--- src/hdl/usb_pm_pkg.sv ---
/*
  Constants and types shared by the suspend and power manager.
  Assumes a single 200 MHz core clock and a synchronous reset.
*/
package usb_pm_pkg;

  // Core clock period in picoseconds.
  localparam int unsigned CLK_PERIOD_PS = 5000;

  // Picoseconds in one microsecond, kept 64 bits wide so that the
  // products below cannot overflow before the division.
  localparam longint unsigned PS_PER_US = 1000000;

  // Bus idle time before suspend, in microseconds.
  localparam int unsigned SUSPEND_IDLE_US = 3000;

  // Idle cycles before suspend, rounded down.
  localparam int unsigned SUSPEND_IDLE_CYC =
    32'((SUSPEND_IDLE_US * PS_PER_US) / CLK_PERIOD_PS);

  // Least resume signalling time, in microseconds.
  localparam int unsigned WAKE_DRIVE_US = 1000;

  // Cycles of resume signalling, rounded up.
  localparam int unsigned WAKE_DRIVE_CYC =
    32'((WAKE_DRIVE_US * PS_PER_US + CLK_PERIOD_PS - 1) / CLK_PERIOD_PS);

  // Least idle time in suspend before remote wake, in microseconds.
  localparam int unsigned WAKE_HOLDOFF_US = 5000;

  // Cycles of remote wake hold-off, rounded up.
  localparam int unsigned WAKE_HOLDOFF_CYC =
    32'((WAKE_HOLDOFF_US * PS_PER_US + CLK_PERIOD_PS - 1) / CLK_PERIOD_PS);

  // Width of the shared timer.
  localparam int unsigned TIMER_W = 24;

  // Port power states, Gray coded along detached, active, suspend, wake.
  typedef enum logic [1:0] {
    ST_DETACHED = 2'h0,
    ST_ACTIVE   = 2'h1,
    ST_SUSPEND  = 2'h3,
    ST_WAKE     = 2'h2
  } port_state_type;

endpackage

--- src/hdl/level_sync.sv ---
/*
  Two flip-flop synchroniser for one level, with a defined reset value.
  Assumes the input may change at any time relative to core_clk.
*/
`timescale 1ns/1ps
module level_sync (
  input  wire logic core_clk,
  input  wire logic rst,
  input  wire logic asyncIn,
  output logic      syncOut
);

  logic stage1_q;
  logic stage1_d;
  logic stage2_d;

  // The first stage feeds only the second stage.
  always_comb begin
    stage1_d = asyncIn;
    stage2_d = stage1_q;
  end

  // Both stages clear under reset.
  always_ff @(posedge core_clk) begin
    if (rst) begin
      stage1_q <= 1'b0;
      syncOut  <= 1'b0;
    end else begin
      stage1_q <= stage1_d;
      syncOut  <= stage2_d;
    end
  end

endmodule

--- src/hdl/usb_suspend_power_manager.sv ---
/*
  Suspend, resume, remote wake and detach control for the device-side
  serial bus port.
  Assumes the line logic reports traffic and hub-port state as levels
  synchronous to core_clk; only the bus power sense pin is asynchronous.
*/
// Behaviour
// - Suspend after bus idle for the standard idle period.
// - Keep device state while suspended; no re-enumeration needed.
// - Suspend also when the upstream hub port is disabled.
// - Suspended with power saving: low-power idle unless activity needs work.
// - Leave suspend whenever bus activity is seen.
// - Awake port stays ready; power saving then only affects other interfaces.
// - Signal remote wake while suspended on internal events.
// - Disable interface on sensed low after high-to-low power sense edge.
// - Enable interface only while bus power sense is valid.
`timescale 1ns/1ps
module usb_suspend_power_manager
  import usb_pm_pkg::*;
#(
  parameter int unsigned IDLE_CYCLES   = SUSPEND_IDLE_CYC,
  parameter int unsigned HOLDOFF_CYCLES = WAKE_HOLDOFF_CYC,
  parameter int unsigned DRIVE_CYCLES  = WAKE_DRIVE_CYC
) (
  input  wire logic core_clk,
  input  wire logic rst,
  input  wire logic busPowerSense,
  input  wire logic busActivity,
  input  wire logic hubPortEnabled,
  input  wire logic powerSavingSetting,
  input  wire logic remoteWakeAllowed,
  input  wire logic wakeEvent,
  input  wire logic workPending,
  output logic      interfaceEnable,
  output logic      portSuspended,
  output logic      stateRetain,
  output logic      lowPowerIdle,
  output logic      resumeDrive,
  output logic      othersPowerSaving
);
  import usb_pm_pkg::*;

  // Timer settings that the shared counter cannot hold, or zero lengths.
  localparam bit TIMER_BAD =
    (IDLE_CYCLES == 0) || (IDLE_CYCLES >= (1 << TIMER_W)) ||
    (HOLDOFF_CYCLES == 0) || (HOLDOFF_CYCLES >= (1 << TIMER_W)) ||
    (DRIVE_CYCLES == 0) || (DRIVE_CYCLES >= (1 << TIMER_W));

  // Such settings are refused while the design is elaborated.
  if (TIMER_BAD) begin : g_bad_timer
    $error("usb_suspend_power_manager: timer parameter out of range");
  end

  localparam logic [TIMER_W-1:0] IDLE_LAST    = TIMER_W'(IDLE_CYCLES - 1);
  localparam logic [TIMER_W-1:0] HOLDOFF_LAST =
    TIMER_W'(HOLDOFF_CYCLES - 1);
  localparam logic [TIMER_W-1:0] DRIVE_LAST   = TIMER_W'(DRIVE_CYCLES - 1);

  // Synchronised power sense and its falling edge.
  logic               senseSync;
  logic               sensePrev_q;
  logic               sensePrev_d;
  logic               senseFell;

  // Remote wake request held while suspended.
  logic               wakePend_q;
  logic               wakePend_d;

  // Port state and the timer that its phases share.
  port_state_type     state_q;
  port_state_type     state_d;
  logic [TIMER_W-1:0] timer_q;
  logic [TIMER_W-1:0] timer_d;

  // Next values of the registered outputs.
  logic               ifEn_d;
  logic               susp_d;
  logic               retain_d;
  logic               lpIdle_d;
  logic               resume_d;
  logic               others_d;

  // Power sense is brought into the core clock domain first.
  level_sync u_sense_sync (
    .core_clk (core_clk),
    .rst      (rst),
    .asyncIn  (busPowerSense),
    .syncOut  (senseSync)
  );

  // Falling edge of the synchronised sense; the history resets low like
  // an unpowered bus, so leaving reset never shows a false edge.
  always_comb begin
    sensePrev_d = senseSync;
    senseFell   = sensePrev_q & ~senseSync;
  end

  // Sense history register.
  always_ff @(posedge core_clk) begin
    if (rst) begin
      sensePrev_q <= 1'b0;
    end else begin
      sensePrev_q <= sensePrev_d;
    end
  end

  // A permitted internal event in suspend latches a wake request; leaving
  // suspend by any path drops it, so a stale request never fires later.
  always_comb begin
    wakePend_d = wakePend_q;
    if (state_q != ST_SUSPEND) begin
      wakePend_d = 1'b0;
    end
    if (state_q == ST_SUSPEND && wakeEvent && remoteWakeAllowed) begin
      wakePend_d = 1'b1;
    end
  end

  // Wake request register.
  always_ff @(posedge core_clk) begin
    if (rst) begin
      wakePend_q <= 1'b0;
    end else begin
      wakePend_q <= wakePend_d;
    end
  end

  // Port state machine with one shared timer.
  always_comb begin
    state_d = state_q;
    timer_d = timer_q;
    case (state_q)
      ST_DETACHED: begin
        timer_d = '0;
        if (senseSync) begin
          state_d = ST_ACTIVE;
        end
      end
      ST_ACTIVE: begin
        if (!hubPortEnabled) begin
          state_d = ST_SUSPEND;
          timer_d = '0;
        end else if (busActivity) begin
          timer_d = '0;
        end else if (timer_q == IDLE_LAST) begin
          state_d = ST_SUSPEND;
          timer_d = '0;
        end else begin
          timer_d = timer_q + 1'b1;
        end
      end
      ST_SUSPEND: begin
        if (busActivity) begin
          state_d = ST_ACTIVE;
          timer_d = '0;
        end else if (wakePend_q && timer_q >= HOLDOFF_LAST) begin
          state_d = ST_WAKE;
          timer_d = '0;
        end else if (timer_q != HOLDOFF_LAST) begin
          timer_d = timer_q + 1'b1;
        end
      end
      ST_WAKE: begin
        if (timer_q == DRIVE_LAST) begin
          state_d = ST_ACTIVE;
          timer_d = '0;
        end else begin
          timer_d = timer_q + 1'b1;
        end
      end
      default: begin
        state_d = ST_DETACHED;
        timer_d = '0;
      end
    endcase
    // Detach overrides every other state; a low sense also keeps the port
    // detached from boot until the host supplies the bus.
    if (senseFell || !senseSync) begin
      state_d = ST_DETACHED;
      timer_d = '0;
    end
  end

  // Output values follow the next state so they register cleanly.
  always_comb begin
    ifEn_d   = (state_d != ST_DETACHED);
    susp_d   = (state_d == ST_SUSPEND);
    retain_d = (state_d == ST_SUSPEND);
    lpIdle_d = (state_d == ST_SUSPEND) && powerSavingSetting &&
               !workPending && !busActivity;
    resume_d = (state_d == ST_WAKE);
    others_d = powerSavingSetting;
  end

  // State and timer registers; suspend never clears the device state,
  // which lives outside this block and is only told to hold it.
  always_ff @(posedge core_clk) begin
    if (rst) begin
      state_q <= ST_DETACHED;
      timer_q <= '0;
    end else begin
      state_q <= state_d;
      timer_q <= timer_d;
    end
  end

  // Output registers, so that every port comes straight from a flip-flop.
  always_ff @(posedge core_clk) begin
    if (rst) begin
      interfaceEnable   <= 1'b0;
      portSuspended     <= 1'b0;
      stateRetain       <= 1'b0;
      lowPowerIdle      <= 1'b0;
      resumeDrive       <= 1'b0;
      othersPowerSaving <= 1'b0;
    end else begin
      interfaceEnable   <= ifEn_d;
      portSuspended     <= susp_d;
      stateRetain       <= retain_d;
      lowPowerIdle      <= lpIdle_d;
      resumeDrive       <= resume_d;
      othersPowerSaving <= others_d;
    end
  end

endmodule

--- config.mk ---
export PLATFORM = sky130hd
export DESIGN_NAME = usb_suspend_power_manager
export DESIGN_NICKNAME = d
export VERILOG_FILES = /design/src/hdl/usb_pm_pkg.sv /design/src/hdl/level_sync.sv /design/src/hdl/usb_suspend_power_manager.sv
export SDC_FILE = /design/constraint.sdc
export NUM_CORES = 1
export LEC_CHECK = 0
export BUFFER_PORTS_ARGS = -buffer_cell sky130_fd_sc_hd__buf_2
export CORE_ASPECT_RATIO = 1.75
export CORE_MARGIN = 4
export CORE_UTILIZATION = 55
export CTS_CLUSTER_DIAMETER = 100
export CTS_CLUSTER_SIZE = 25
export DETAILED_ROUTE_END_ITERATION = 8
export PLACE_DENSITY = 0.72
export REMOVE_ABC_BUFFERS = 1
export SETUP_SLACK_MARGIN = 0.1
export SLEW_MARGIN = 15
export SYNTH_ARGS = -nofsm -noshare
export SYNTH_HDL_FRONTEND = slang
export SYNTH_SLANG_ARGS = --single-unit
--- constraint.sdc ---
create_clock -name core_clk -period 2.2 [get_ports core_clk]
set_input_delay 0.44 -clock core_clk [delete_from_list [all_inputs] [get_ports core_clk]]
set_output_delay 0.44 -clock core_clk [all_outputs]
set_load 0.01 [all_outputs]
==> results.ini <==
[grt]
grt_max_degree=25
grt_overflow_total=0
grt_usage_pct=20.0
grt_pass1_wl_um=5990
antenna_found_initial=0
grt_pass1_vias=1344

[synth]
yosysUniqueCellTypes=40
synth_top_family_by_area=simple AND/OR/NAND/NOR gates
async_flop_share_pct=0
yosys.area_share.simple_pct=34.2
yosysWarnings=0
ys_ff_latch=34
synth_compound_area_share_pct=6.70
avgSynthCellArea_um2=8.94
yosysSeqAreaShare_pct=41.4
synth.cell_area_mm2=0.00164
syn_inst=184
synth_fa_ha_area_share_pct=0.761
synth_enable_flop_cells=0
synthXorXnorAreaFrac_pct=11.7
muxShareOfSynthArea_pct=1.29
synth_top_flop_cell=dfxtp_1

[route]
ant_nets=0
avgViaCountPerCell=6.05
dr.pass1.iters=4
vias=1380
wl_um=3490
post-route-drc-count=0
drt_iter0_markers=60
avgRoutedWirePerCell_um=15.3

[timing]
final-setup-viol-count=0
hold_violations=0
clock-skew-final_ns=0.00215
slew_headroom_pct=72.7
final-max-slew-violation-count=0
fmaxAchievable_mhz=515
finalCritPeriodShare_pct=88.3
worst_pin_slew_ns=0.408
rsz0062_at_grt=no
fin_crit_ns=1.94
setup_tns_ns=0

[final_layout]
diodes=0
drive_above_1_share_pct=17.5
multi_input_area_um2=910
final_nets=210
num-fill-cells=248
area_delta_synth_final_pct=13.2
fin_cells=228
seqCellArea_um2=683

[clock_network]
post_cts_resized=0
clkTransAtPathRegs_ns=0.06
tritoncts=built
cts_buffers=5
clockBufferDepth=2
htreeDepth=2
cts_root_buf=clkbuf_8
cts_sinks=34
clk_latency_ns=0.29
cts_setup_buffers=0
ctsHoldBuffers=0

[place]
dp.cells=221
hpwl_um=2580
place_congestion=0.811
port_buffers=14

[floorplan]
die_h_um=80.3
num_io_pins=15
dieArea_mm2=0.00396
initial_core_util_pct=56.8
die_w_um=49.3
rows=26
core_area_mm2=0.00290

[setup_path]
worstSetupStartpointType=register
r2r-end=timer_q[5]$_SDFFE_PP0P_
cp_cell_sequence=nor4_4, and3_1, a311o_2, a21bo_1, o21ai_4, buf_12, nor3_1
reg2reg_depth=7
crit_arrival_ns=2.12
cp_data_required_time_ns=2.38
reg2reg_slack_ns=0.26
cp_max_fo=24
cpPeakStageDelay_ns=0.40
setup.worst_path.class=register to register
end_kind=register
cp_slowest_cell=nor4_4
timing.rr.start=timer_q[20]$_SDFFE_PP0P_

[pwr]
power_frac_seq_pct=51.2
leakagePower_nw=0.652
comb_power_share_pct=1.6
power_density_mw_per_mm2=652
p_sw_share_pct=18.2
max-vdd-ir-drop_v=0.000527
power.share.clock_pct=47.2
p_int_mw=0.992
p_sw_mw=0.221

[min_path]
hold_end=u_sense_sync.stage1_q$_SDFF_PP0_
min_from=busPowerSense
hp-class=input pin to register
hold_depth=2

[outcome]
status=finished, final reports clean

[job]
cap_violations=0

critical path: cells and delay by family (launching register included):
kind / cells / cell delay, ns
buffers and inverters: 1 / 0.17
flip-flops: 1 / 0.36
AND/OR/NAND/NOR: 3 / 0.71
AO/OA/AOI/OAI: 3 / 0.59
metrics by stage:
stage / hold WS, ns / util, % / total power, mW / cell area, um^2 / setup slack, ns
finish: 0.360 / 64.3 / 1.21 / 1860 / 0.257
global route: 0.373 / 64.3 / 1.26 / 1860 / 0.139
detailed placement: 0.444 / 59.9 / 0.655 / 1730 / 0.187
CTS: 0.359 / 63.8 / 1.22 / 1850 / 0.134
global placement: 0.423 / 59.9 / 0.654 / 1730 / 0.291
floorplan: 0.414 / - / 0.643 / 1590 / 0.101
logic make-up (layout without fill, tap and decap cells):
family	Yosys count	count (layout)
fa+ha+maj	1	1
xor+xnor	22	22
simple gates	100	100
buf+inv	11	27
flops	34	34
compound gates	14	14
mux	2	2
worst max path at each step:
stage,slack (ns),from,endpoint
3_5_place_dp,0.19,timer_q[0]$_SDFFE_PP0P_,timer_q[5]$_SDFFE_PP0P_
2_1_floorplan,0.10,timer_q[20]$_SDFFE_PP0P_,timer_q[3]$_SDFFE_PP0P_
5_1_grt,0.14,timer_q[0]$_SDFFE_PP0P_,timer_q[0]$_SDFFE_PP0P_
4_1_cts,0.13,timer_q[0]$_SDFFE_PP0P_,timer_q[5]$_SDFFE_PP0P_
3_3_place_gp,0.29,timer_q[0]$_SDFFE_PP0P_,timer_q[5]$_SDFFE_PP0P_
6_report,0.26,timer_q[20]$_SDFFE_PP0P_,timer_q[5]$_SDFFE_PP0P_
final cells by class:
cell class	count	share of cell area (%)
Multi-Input combinational cell	139	48.9
Sequential cell	34	36.7
Timing Repair Buffer	18	6.05
Clock buffer	6	4.44
Tap cell	28	1.88
Clock inverter	1	1.61
Inverter	2	0.403
cells in the mapped netlist, types with 2 or more instances:
cell type	n	area, um^2
dfxtp_1	34	681
inv_1	2	7.51
and3_1	5	31.3
a21oi_1	2	10.0
xor2_1	13	114
buf_6	2	22.5
a31oi_1	2	12.5
buf_2	2	10.0
o21ai_0	2	10.0
clkbuf_2	2	10.0
nand2_1	10	37.5
nor4bb_1	4	40.0
nand4bb_1	2	22.5
nor2_1	36	135
clkbuf_1	2	7.51
a211oi_1	2	15.0
nor4_2	2	25.0
xnor2_1	9	78.8
nand4_1	10	62.6
nor3_1	6	30.0
nand3_1	9	45.0
nor2b_1	7	43.8
and4_1	2	17.5
flip-flops by register name, summed over array words and instances (netlist names):
signal                 flops
state_q                    2
resumeDrive                1
lowPowerIdle               1
stateRetain                1
interfaceEnable            1
u_sense_sync.stage1_q      1
othersPowerSaving          1
u_sense_sync.syncOut       1
wakePend_q                 1
timer_q                   24
metal layers:
layer  vias to the layer above  wire (um)  track usage [%]
li1                        676          -                -
met1                       654       1330             18.3
met2                        39       1900             38.2
met3                        11        168             5.75
met4                         0         87             11.4
met5                         -          0                0
cells in the final DEF (no fill, tap or decap), types with 3 or more instances in the layout:
master and n:
nand3_1 9, nand4_1 10, nor4bb_1 4, nor2b_1 7
buf_4 3, nor3_1 6, buf_2 14, dfxtp_1 32
and3_1 5, xor2_1 13, xnor2_1 9, nand2_1 10
nor2_1 36, clkbuf_8 6
power by group through the flow:
stage / Clock, mW / Combinational [mW] / Sequential, mW
2_1_floorplan: 0 / 0.00753 / 0.635
3_3_place_gp: 0 / 0.0193 / 0.635
3_5_place_dp: 0 / 0.0200 / 0.635
4_1_cts: 0.582 / 0.0201 / 0.621
5_1_grt: 0.620 / 0.0224 / 0.621
6_report: 0.572 / 0.0200 / 0.621
(Power assumes the default switching activity.)
